$ cat src/rtl/adft_cfg.svh
// task-file map, opcodes, codes, register offsets and timing counts
`ifndef ADFT_CFG_SVH
`define ADFT_CFG_SVH
// ----------------------------------------------------------------------
// task-file register addresses
// ----------------------------------------------------------------------
`define ADFT_TF_DATA 3'h0
`define ADFT_TF_FEAT 3'h1
`define ADFT_TF_SCNT 3'h2
`define ADFT_TF_SNUM 3'h3
`define ADFT_TF_CYLL 3'h4
`define ADFT_TF_CYLH 3'h5
`define ADFT_TF_DRVH 3'h6
`define ADFT_TF_CMD 3'h7
// ----------------------------------------------------------------------
// status and error bit positions, drive/head fields
// ----------------------------------------------------------------------
`define ADFT_ST_BSY 7
`define ADFT_ST_DRDY 6
`define ADFT_ST_DSC 4
`define ADFT_ST_DRQ 3
`define ADFT_ST_ERR 0
`define ADFT_ER_IDNF 4
`define ADFT_ER_ABRT 2
`define ADFT_DH_LBA 6
`define ADFT_DH_DRV 4
// ----------------------------------------------------------------------
// opcodes, diagnostic codes, defaults
// ----------------------------------------------------------------------
`define ADFT_OP_DIAG 8'h90
`define ADFT_OP_FMT 8'h50
`define ADFT_DG_OK 8'h01
`define ADFT_DG_FMTR 8'h02
`define ADFT_DG_BUF 8'h03
`define ADFT_DG_ECC 8'h04
`define ADFT_DG_CPU 8'h05
`define ADFT_DG_SLAVE 8'h80
`define ADFT_SPT_DEF 8'h20
`define ADFT_FMT_SECTORS 32
`define ADFT_SECT_WORDS 256
`define ADFT_DIAG_CYCLES 16
`define ADFT_STATUS_RST 8'h50
// ----------------------------------------------------------------------
// controller registers on apb (byte addresses)
// ----------------------------------------------------------------------
`define ADFT_A_CTRL 12'h000
`define ADFT_A_ADDR 12'h004
`define ADFT_A_RESULT 12'h008
`define ADFT_A_ISTAT 12'h00c
`define ADFT_A_IMASK 12'h010
`define ADFT_IRQ_DONE 0
`define ADFT_IRQ_ERR 1
`define ADFT_IMASK_RST 2'h0
`endif

$ cat src/rtl/adft_pkg.sv
// types shared by both ends of the task-file link
package adft_pkg;
  typedef enum logic [2:0] {
    D_IDLE, D_DIAG, D_DATA, D_CHECK, D_ERASE, D_ERWAIT
  } adft_dstate_e;
  typedef enum logic [2:0] {
    H_IDLE, H_SEND, H_WAIT, H_DATA, H_DONE
  } adft_hstate_e;
  typedef logic [7:0] adft_byte_t;
endpackage

$ cat src/rtl/adft_tf_if.sv
// task-file link between the ata host controller and the card
`timescale 1ns/10ps
`default_nettype none
interface adft_tf_if;
  logic wr;
  logic [2:0] addr;
  logic [15:0] wdata;
  logic [7:0] status;
  logic [7:0] error;
  modport dev_mp (input wr, addr, wdata, output status, error);
  modport host_mp (output wr, addr, wdata, input status, error);
endinterface
`default_nettype wire

$ cat src/rtl/adft_addr.sv
// start-address decode and validity check for format track
`timescale 1ns/10ps
`default_nettype none
module adft_addr
  import adft_pkg::*;
(
  // task-file address fields
  input wire logic lba_mode,
  input wire logic [3:0] head,
  input wire logic [7:0] cylh,
  input wire logic [7:0] cyll,
  input wire logic [7:0] snum,
  // geometry
  input wire logic [7:0] spt,
  input wire logic [4:0] heads,
  input wire logic [15:0] cyls,
  input wire logic [27:0] capacity,
  // result
  output logic [27:0] lba,
  output logic valid
);
  logic [15:0] cyl;
  logic [20:0] trk;
  logic [28:0] chs_lba;
  assign cyl = {cylh, cyll};
  // widen before multiplying so the product keeps its top bits
  assign trk = 21'(cyl) * 21'(heads) + 21'(head);
  assign chs_lba = 29'(trk) * 29'(spt) + 29'(snum) - 29'h1;
  always_comb begin
    if (lba_mode) begin
      lba = {head, cylh, cyll, snum};
      valid = lba < capacity;
    end else begin
      lba = chs_lba[27:0];
      // sectors count from one in chs
      valid = (snum != 8'h00) && (snum <= spt) && ({1'b0, head} < heads) &&
              (cyl < cyls) && (chs_lba < {1'b0, capacity});
    end
  end
endmodule
`default_nettype wire

$ cat src/rtl/adft_dev.sv
// card end: task file, drive diagnostic and format track
//
// Chosen here: register access over APB and the register offsets.
`timescale 1ns/10ps
`default_nettype none
`include "adft_cfg.svh"
// Operation
// opcode 90h starts self-diagnostic
// diagnostic result code goes in error
// codes 01h ok, 02h-05h component faults
// code 8xh: secondary drive failed, ide
// diagnostic end status: ready, seek complete
// opcode 50h starts format track
// format erases sectors from start, count
// invalid start: set idnf, no erase
// chs count is current sectors per track
// initialised geometry overrides sectors per track
// lba count comes from sector count
// one host sector accepted, then dropped
// host drive/head: lba, drive, head bits
// host cylinder registers carry address bytes
// lba mode: sector number holds lba low
// format end status; only abort error
// host waits for busy clear
module adft_dev
  import adft_pkg::*;
#(
  parameter int DIAG_CYCLES = `ADFT_DIAG_CYCLES,
  parameter int SECT_WORDS = `ADFT_SECT_WORDS
)(
  // clock, reset, enable
  input wire logic clock,
  input wire logic nrst,
  input wire logic ce,
  // task-file link
  adft_tf_if.dev_mp tf,
  // self-test results
  input wire logic [3:0] selftest_fail,
  input wire logic slave_fail,
  input wire logic true_ide,
  // geometry
  input wire logic spt_init_valid,
  input wire logic [7:0] spt_init,
  input wire logic [4:0] num_heads,
  input wire logic [15:0] num_cyls,
  input wire logic [27:0] capacity,
  // media erase
  output logic erase_req,
  output logic [27:0] erase_lba,
  input wire logic erase_done,
  input wire logic erase_fail
);
  initial begin
    if (DIAG_CYCLES < 1 || DIAG_CYCLES > 65535 ||
        SECT_WORDS < 1 || SECT_WORDS > 65536) begin
      $error("adft_dev: bad parameter");
    end
  end

  typedef struct packed {
    adft_dstate_e state;
    logic [15:0] cnt;
    logic [8:0] left;
    adft_byte_t scnt;
    adft_byte_t snum;
    adft_byte_t cyll;
    adft_byte_t cylh;
    adft_byte_t drvh;
    adft_byte_t status;
    adft_byte_t error;
    logic erase_req;
    logic [27:0] erase_lba;
  } adft_dev_s;

  adft_dev_s s, next_s;
  logic [7:0] spt_eff;
  logic [27:0] start_lba;
  logic start_ok;

  // ----------------------------------------------------------------------
  // helpers
  // ----------------------------------------------------------------------
  function automatic adft_byte_t mk_status(input logic bsy, input logic drq,
                                           input logic err);
    adft_byte_t v;
    v = 8'h00;
    v[`ADFT_ST_BSY] = bsy;
    v[`ADFT_ST_DRDY] = 1'b1;
    v[`ADFT_ST_DSC] = 1'b1;
    v[`ADFT_ST_DRQ] = drq;
    v[`ADFT_ST_ERR] = err;
    return v;
  endfunction

  function automatic adft_byte_t diag_code(input logic [3:0] fail);
    adft_byte_t v;
    v = `ADFT_DG_OK;
    if (fail[3]) v = `ADFT_DG_CPU;
    if (fail[2]) v = `ADFT_DG_ECC;
    if (fail[1]) v = `ADFT_DG_BUF;
    if (fail[0]) v = `ADFT_DG_FMTR;
    return v;
  endfunction

  // geometry may be changed by the initialise-parameters command
  assign spt_eff = spt_init_valid ? spt_init : `ADFT_SPT_DEF;

  adft_addr u_addr (
    .lba_mode(s.drvh[`ADFT_DH_LBA]),
    .head(s.drvh[3:0]),
    .cylh(s.cylh),
    .cyll(s.cyll),
    .snum(s.snum),
    .spt(spt_eff),
    .heads(num_heads),
    .cyls(num_cyls),
    .capacity(capacity),
    .lba(start_lba),
    .valid(start_ok)
  );

  // ----------------------------------------------------------------------
  // command engine
  // ----------------------------------------------------------------------
  always_comb begin
    adft_byte_t code;
    code = diag_code(selftest_fail);
    next_s = s;
    unique case (s.state)
      D_IDLE: begin
        // register writes are ignored while busy, as on any ata drive
        if (tf.wr) begin
          unique case (tf.addr)
            `ADFT_TF_SCNT: next_s.scnt = tf.wdata[7:0];
            `ADFT_TF_SNUM: next_s.snum = tf.wdata[7:0];
            `ADFT_TF_CYLL: next_s.cyll = tf.wdata[7:0];
            `ADFT_TF_CYLH: next_s.cylh = tf.wdata[7:0];
            `ADFT_TF_DRVH: next_s.drvh = tf.wdata[7:0];
            `ADFT_TF_CMD: begin
              next_s.error = 8'h00;
              if (tf.wdata[7:0] == `ADFT_OP_DIAG) begin
                next_s.state = D_DIAG;
                next_s.cnt = 16'(DIAG_CYCLES);
                next_s.status = mk_status(1'b1, 1'b0, 1'b0);
              end else if (tf.wdata[7:0] == `ADFT_OP_FMT) begin
                // features and data port are not parameters here
                next_s.state = D_DATA;
                next_s.cnt = 16'(SECT_WORDS - 1);
                next_s.status = mk_status(1'b0, 1'b1, 1'b0);
              end else begin
                next_s.error[`ADFT_ER_ABRT] = 1'b1;
                next_s.status = mk_status(1'b0, 1'b0, 1'b1);
              end
            end
            default: ;
          endcase
        end
      end
      D_DIAG: begin
        if (s.cnt > 16'h0001) begin
          next_s.cnt = s.cnt - 16'h0001;
        end else begin
          next_s.state = D_IDLE;
          if (true_ide && slave_fail) begin
            next_s.error = `ADFT_DG_SLAVE | {4'h0, code[3:0]};
          end else begin
            next_s.error = code;
          end
          next_s.status = mk_status(1'b0, 1'b0,
                                    next_s.error != `ADFT_DG_OK);
        end
      end
      D_DATA: begin
        // the legacy sector is counted in and thrown away
        if (tf.wr && tf.addr == `ADFT_TF_DATA) begin
          if (s.cnt == 16'h0000) begin
            next_s.state = D_CHECK;
            next_s.status = mk_status(1'b1, 1'b0, 1'b0);
          end else begin
            next_s.cnt = s.cnt - 16'h0001;
          end
        end
      end
      D_CHECK: begin
        if (!start_ok) begin
          next_s.state = D_IDLE;
          next_s.error[`ADFT_ER_IDNF] = 1'b1;
          next_s.status = mk_status(1'b0, 1'b0, 1'b1);
        end else begin
          next_s.state = D_ERASE;
          next_s.erase_lba = start_lba;
          if (s.drvh[`ADFT_DH_LBA]) begin
            next_s.left = (s.scnt == 8'h00) ? 9'h100 : {1'b0, s.scnt};
          end else begin
            next_s.left = {1'b0, spt_eff};
          end
        end
      end
      D_ERASE: begin
        next_s.erase_req = 1'b1;
        next_s.state = D_ERWAIT;
      end
      D_ERWAIT: begin
        if (erase_done || erase_fail) begin
          next_s.erase_req = 1'b0;
          next_s.left = s.left - 9'h001;
          next_s.erase_lba = s.erase_lba + 28'h1;
          if (erase_fail) begin
            next_s.state = D_IDLE;
            next_s.error[`ADFT_ER_ABRT] = 1'b1;
            next_s.status = mk_status(1'b0, 1'b0, 1'b1);
          end else if (s.left == 9'h001) begin
            next_s.state = D_IDLE;
            next_s.status = mk_status(1'b0, 1'b0, 1'b0);
          end else begin
            next_s.state = D_ERASE;
          end
        end
      end
    endcase
  end

  always_ff @(posedge clock or negedge nrst) begin
    if (!nrst) begin
      s <= '0;
      s.state <= D_IDLE;
      s.status <= `ADFT_STATUS_RST;
    end else if (ce) begin
      s <= next_s;
    end
  end

  assign tf.status = s.status;
  assign tf.error = s.error;
  assign erase_req = s.erase_req;
  assign erase_lba = s.erase_lba;
endmodule
`default_nettype wire

$ cat src/flat_wrapper.sv
// flat-port wrapper written by rule: the top's interface ports become plain ports
module adft_dev_flat import adft_pkg::*;
#(
  parameter int DIAG_CYCLES = `ADFT_DIAG_CYCLES,
  parameter int SECT_WORDS = `ADFT_SECT_WORDS
)
  (clock, nrst, ce, selftest_fail, slave_fail, true_ide, spt_init_valid, spt_init, num_heads, num_cyls, capacity, erase_req, erase_lba, erase_done, erase_fail, tf_wr, tf_addr, tf_wdata, tf_status, tf_error);
  adft_tf_if tf_i ();
  input wire logic clock;
  input wire logic nrst;
  input wire logic ce;
  input wire logic [3:0] selftest_fail;
  input wire logic slave_fail;
  input wire logic true_ide;
  input wire logic spt_init_valid;
  input wire logic [7:0] spt_init;
  input wire logic [4:0] num_heads;
  input wire logic [15:0] num_cyls;
  input wire logic [27:0] capacity;
  output logic erase_req;
  output logic [27:0] erase_lba;
  input wire logic erase_done;
  input wire logic erase_fail;
  input wire logic [$bits(tf_i.wr)-1:0] tf_wr;
  input wire logic [$bits(tf_i.addr)-1:0] tf_addr;
  input wire logic [$bits(tf_i.wdata)-1:0] tf_wdata;
  output wire logic [$bits(tf_i.status)-1:0] tf_status;
  output wire logic [$bits(tf_i.error)-1:0] tf_error;
  assign tf_i.wr = tf_wr;
  assign tf_i.addr = tf_addr;
  assign tf_i.wdata = tf_wdata;
  assign tf_status = tf_i.status;
  assign tf_error = tf_i.error;
  adft_dev #(.DIAG_CYCLES(DIAG_CYCLES), .SECT_WORDS(SECT_WORDS)) u_core (.clock(clock), .nrst(nrst), .ce(ce), .tf(tf_i), .selftest_fail(selftest_fail), .slave_fail(slave_fail), .true_ide(true_ide), .spt_init_valid(spt_init_valid), .spt_init(spt_init), .num_heads(num_heads), .num_cyls(num_cyls), .capacity(capacity), .erase_req(erase_req), .erase_lba(erase_lba), .erase_done(erase_done), .erase_fail(erase_fail));
endmodule
$ cat config.mk
export PLATFORM = sky130hd
export DESIGN_NAME = adft_dev_flat
export DESIGN_NICKNAME = d
export VERILOG_FILES = /design/src/rtl/adft_pkg.sv /design/src/rtl/adft_tf_if.sv /design/src/rtl/adft_addr.sv /design/src/rtl/adft_dev.sv /design/src/flat_wrapper.sv
export VERILOG_INCLUDE_DIRS = /design/src /design/src/rtl
export SDC_FILE = /design/constraint.sdc
export NUM_CORES = 1
export LEC_CHECK = 0
export BUFFER_PORTS_ARGS = -buffer_cell sky130_fd_sc_hd__buf_2
export CAP_MARGIN = 20
export CORE_MARGIN = 1.5
export CORE_UTILIZATION = 40
export CTS_CLUSTER_DIAMETER = 60
export CTS_CLUSTER_SIZE = 12
export DETAILED_ROUTE_END_ITERATION = 16
export GPL_TIMING_DRIVEN = 1
export SLEW_MARGIN = 40
export SYNTH_ARGS = -nofsm -noshare
export SYNTH_HDL_FRONTEND = slang
export SYNTH_HIERARCHICAL = 1
export SYNTH_SLANG_ARGS = --single-unit
$ cat constraint.sdc
create_clock -name clock -period 30.8 [get_ports clock]
set_clock_uncertainty 0.15 [all_clocks]
set_input_delay 4.62 -clock clock [delete_from_list [all_inputs] [get_ports clock]]
set_output_delay 4.62 -clock clock [all_outputs]
set_load 0.05 [all_outputs]
# After elaboration in Yosys (flattened, before gate mapping)
# Cells that the tools add are included.
# op_classes
addsub	6
n_mul	2
magnitude_cmp	6
eq_ne	28
mux	56
n_reduce_logical	32
# ops
op	count
2-to-1 mux 8 bit	14
2-to-1 mux 19 bit	5
2-to-1 mux 16 bit	5
2-to-1 mux 28 bit	2
one-hot mux 28 bit (2 select lines)	1
one-hot mux 16 bit (3 select lines)	1
one-hot mux 8 bit (5 select lines)	1
2-to-1 mux 9 bit	4
adder 29 x 8 -> 29 bit	1
less-than comparator 29 x 28 -> 1 bit	1
multiplier 21 x 8 -> 29 bit	1
2-to-1 mux 29 bit	1
subtractor 29 x 1 -> 29 bit (second input constant)	1
adder 28 x 1 -> 28 bit (second input constant)	1
less-than comparator 28 bit	1
AND reduction 4 bit	6
adder 21 x 4 -> 21 bit	1
multiplier 16 x 5 -> 21 bit	1
2-to-1 mux 3 bit	7
equality test 3 bit (second input constant)	6
one-hot mux 3 bit (6 select lines)	1
one-hot mux 9 bit (2 select lines)	1
> comparator 16 x 1 -> 1 bit (second input constant)	1
logical NOT 16 bit	1
other kinds (35)	65
# word_totals
regBits	112
out_inout_bits	45

# Logic depth before layout (Yosys ltp)
# logic_depth
word_depth	10
ltp_mapped	46
ltp_nobuf	43

# Hierarchy
# The synthesis kept the hierarchy.
# modules_own_cells
mod	instances	cells_each	area_each_um2	seq_area_each_um2
adft_addr	1	1333	11026.8	0.0
adft_dev	1	647	6052.1	2552.4

# Least setup slack after synthesis
# No wires, ideal clock.
# synth_timing
path_type	input-to-reg
startpoint	in num_heads[3]
endpoint	reg u_core.s, in the netlist u_core/erase_lba[17]
arrival_ns	14.400
required_time_ns	30.516
path_slack_ns	16.116
cell_stages	42
path_buffers	3
cell_sequence	clkbuf_1 and2_1 fa_1 fa_1 inv_1 fa_1 inv_1 ha_1 a21o_1 a21o_1 a2111oi_0 and3_1 nor2_1 xnor2_1 nand2_1 fa_1 inv_1 fa_1 [6 not listed] a2111oi_0 o22ai_1 nor2_1 xnor2_1 ha_1 nor2b_1 o21ai_0 o2111ai_1 nor4_1 o21ai_0 o22ai_1 nand2_1 nor3_1 o21ai_0 clkbuf_1 clkbuf_1 o21ai_0 o21ai_0
# synth_via
elab_chain_cells	10
# synth_rtl
item	line_no	source
from (decl)	flat_wrapper.sv:17	input wire logic [4:0] num_heads;
multiplier 16 x 5 -> 21 bit	adft_addr.sv:27	assign trk = 21'(cyl) * 21'(heads) + 21'(head);
adder 21 x 4 -> 21 bit	adft_addr.sv:27	
multiplier 21 x 8 -> 29 bit	adft_addr.sv:28	assign chs_lba = 29'(trk) * 29'(spt) + 29'(snum) - 29'h1;
adder 29 x 8 -> 29 bit	adft_addr.sv:28	
subtractor 29 x 1 -> 29 bit	adft_addr.sv:28	
less-than comparator 29 x 28 -> 1 bit	adft_addr.sv:37	(cyl < cyls) && (chs_lba < {1'b0, capacity});
logical AND 1 bit *	adft_addr.sv:37	
2-to-1 mux 1 bit *	adft_addr.sv:30	if (lba_mode) begin
net u_core.start_ok	adft_dev.sv:78	logic start_ok;
inequality test 2 x 1 -> 1 bit (no line) *	--	
AND reduction 4 bit (no line) *	--	
to (signal assigned)	adft_dev.sv:229	s <= next_s;
to (decl)	adft_dev.sv:75	adft_dev_s s, next_s;
# The timed path passes the listed nets; every way through them passes the cells marked *. The select of a mux whose other input is x is not followed.
# A chain may end at the register's enable or synchronous reset.

# Worst setup path after layout
# layout_timing
startpoint	in num_heads[3]
endpoint	reg u_core.s, in the netlist u_core/erase_lba[3]
# Same word-level chain as after synthesis.

==> results.py <==
metrics = {
    "placed_design": {
        "io_buffer_count": 117,
        "dp_hpwl_um": 37500,
        "place_inst": 2551,
        "dpl_cell_area_mm2": 0.0180,
        "gp_congestion": 0.911,
    },
    "floorplan": {
        "fp.dieH_um": 210,
        "rows": 75,
        "core_area_mm2": 0.0420,
        "die_w_um": 210,
        "dieArea_mm2": 0.0439,
        "initial_core_util_pct": 40.6,
        "io_pins": 134,
    },
    "global_route": {
        "grt_max_degree": 67,
        "grt_usage_pct": 21.6,
        "antenna_found_initial": 3,
        "grt_pass1_wl_um": 75700,
        "globalRouteOverflowTotal": 0,
        "grt_pass1_vias": 14200,
    },
    "sta": {
        "setup_violations": 0,
        "hold_violations": 0,
        "rsz0062_at_grt": "false",
        "relSlewSlack_pct": 52.3,
        "fmax_ghz": 0.0617,
        "worst_pin_slew_ps": 712,
        "finalCritPeriodShare_pct": 52.6,
        "worst_hold_slack_ps": 354,
        "slew_violations": 0,
        "finalSetupTns_ps": 0,
        "finalCriticalPeriod_ps": 16200,
    },
    "worst_hold_path": {
        "hold_path_class": "reg2reg",
    },
    "logic_synthesis": {
        "synth-seq-cells": 102,
        "async_flop_share_pct": 100,
        "synth_cell_types": 83,
        "yosysMostFrequentCell": "inv_1",
        "syn_area_mm2": 0.0171,
        "post-synth-top-area-fraction_pct": 20.0,
        "syn_area_per_cell_um2": 8.63,
        "yosys_most_used_dff": "dfrtp_1",
        "synth.yosys.seq_area_share_pct": 14.9,
        "synth_area_leaders": "fa_1, ha_1, dfrtp_1",
        "yosys_warnings": 6,
        "synth_cells": 1980,
        "synth_edf_count": 0,
        "synth_top_cells_by_count": "inv_1, ha_1, nand2_1, fa_1, and2_1",
        "yosys.area.top_type": "fa_1",
    },
    "clock_tree": {
        "clk_latency_ps": 360,
        "post-cts-setup-buffers": 0,
        "cts_tree": "built",
        "clockBufferDepth": 2,
        "clock-sinks": 102,
        "htree_num_levels": 3,
        "cts_hold_buf": 0,
        "clkTransAtPathRegs_ps": 70,
        "post_cts_resized": 0,
        "cts_root_buffer": "clkbuf_16",
        "cts-buffers-inserted": 9,
    },
    "setup_path": {
        "critPathCaptureType": "flip-flop",
        "critical_path_class": "in2reg",
        "worstPathRequired_ps": 30930,
        "max_stage_delay_ps": 560,
        "start_kind": "primary input",
        "crit_fanout": 23,
        "slowest_stage": "fa_1",
        "worstPathArrival_ps": 16340,
        "cpMostUsedCell": "fa_1",
    },
    "detailed_routing": {
        "antenna_left": 0,
        "via_count": 14100,
        "dr.pass1.iters": 7,
        "drtIter0Drc": 685,
        "drt_wl_total_um": 46300,
        "drcViolationCount": 0,
        "via_per_inst": 5.47,
        "wl_per_cell_um": 18.0,
    },
    "final_layout": {
        "nNetsFinal": 2497,
        "stdcell_count": 2568,
        "drive_gt1_share_pct": 13.6,
        "syn_to_final_growth_pct": 7.57,
        "fin_area_mm2": 0.0184,
    },
    "run_status": {
        "status": "finished clean",
    },
    "flow_run": {
        "max_cap_violations": 0,
    },
}
## critical path: cells and delay by family
kind	cells	cell delay, ps
fa+ha+maj	11	4930
compound gates	16	4160
simple gates	6	1180
buf+inv	5	730
xor+xnor	2	660
## layout make-up
| class | count | area [um2] |
|---|---|---|
| multi-input combinational | 1470 | 13000 |
| tap | 539 | 674 |
| antenna | 1 | 2.50 |
| inverter | 307 | 1150 |
| clock inverter | 5 | 58.8 |
| sequential | 102 | 2550 |
| fill | 4174 | 23700 |
| timing repair buffer | 133 | 709 |
| clock buffer | 11 | 243 |
## placed cells by master (no fill, tap or decap), drive strengths merged, types with 11 or more instances in the layout
cell | netlist | final
o21a | 15 | 15
mux2 | 75 | 75
buf | 46 | 133
a211oi | 18 | 18
nor3 | 34 | 34
o21ai | 77 | 77
xnor2 | 29 | 29
nand3 | 28 | 28
o22ai | 15 | 15
nand2b | 12 | 12
a31oi | 12 | 12
a2bb2oi | 12 | 12
a21o | 28 | 28
nor2b | 11 | 11
inv | 307 | 307
o31ai | 20 | 20
nor4 | 13 | 13
clkbuf | 61 | 11
ha | 214 | 214
fa | 171 | 171
nor2 | 87 | 87
a21oi | 105 | 105
nand2 | 206 | 206
dfrtp | 102 | 102
and2 | 119 | 119
nand4 | 26 | 26
## logic make-up after synthesis
group | count (synthesis) | synth area share [%]
AOI/OAI and AO/OA | 374 | 14.5
xor gates and xnor gates | 37 | 2.12
adders and majority gates | 385 | 35.7
buffers and inverters | 414 | 10.1
DFF | 102 | 14.9
muxes | 81 | 5.36
other | 2 | 0.0440
and+or+nand+nor | 585 | 17.2
## layer usage
layer,GRT usage [%],vias to the layer above,wire [um]
met5,0,-,11
met4,7.67,2,1550
met3,1.81,57,1720
met2,37.8,329,22600
met1,27.9,6961,20400
li1,-,6710,-
## registers in the layout, indices dropped and copies added (netlist names)
register,count
u_core/erase_lba,28
u_core/s,65
u_core/erase_req,1
u_core/tf.error,5
u_core/tf.status,3
## worst paths after layout
check / from / endpoint / slack, ps / depth (start not counted)
setup / recovery: num_heads[3] / u_core/erase_lba[3]$_DFFE_PN0P_ / 14600 / 40
hold / removal: u_core/tf.error[7]$_DFFE_PN0P_ / u_core/tf.error[7]$_DFFE_PN0P_ / 350 / 1
setup reg to reg: u_core/s[65]$_DFFE_PN0P_ / u_core/erase_lba[3]$_DFFE_PN0P_ / 18390 / 39
hold reg to reg: u_core/tf.error[7]$_DFFE_PN0P_ / u_core/tf.error[7]$_DFFE_PN0P_ / 350 / 1
max in group asynchronous: nrst / u_core/s[105]$_DFFE_PN0P_ / 25450 / 2
min in group asynchronous: nrst / u_core/erase_lba[11]$_DFFE_PN0P_ / 4080 / 1
## per-stage QoR
step | utilization (%) | setup WS [ps]
after global placement | 42.6 | 14170
final | 43.7 | 14600
after global routing | 43.7 | 13810
after CTS | 43.5 | 14370
after floorplan | - | 16120
after detailed placement | 42.8 | 14040
Power is left out: the tool's default activity adds up to more than one toggle a clock period on the data nets, which glitch-free logic cannot reach.
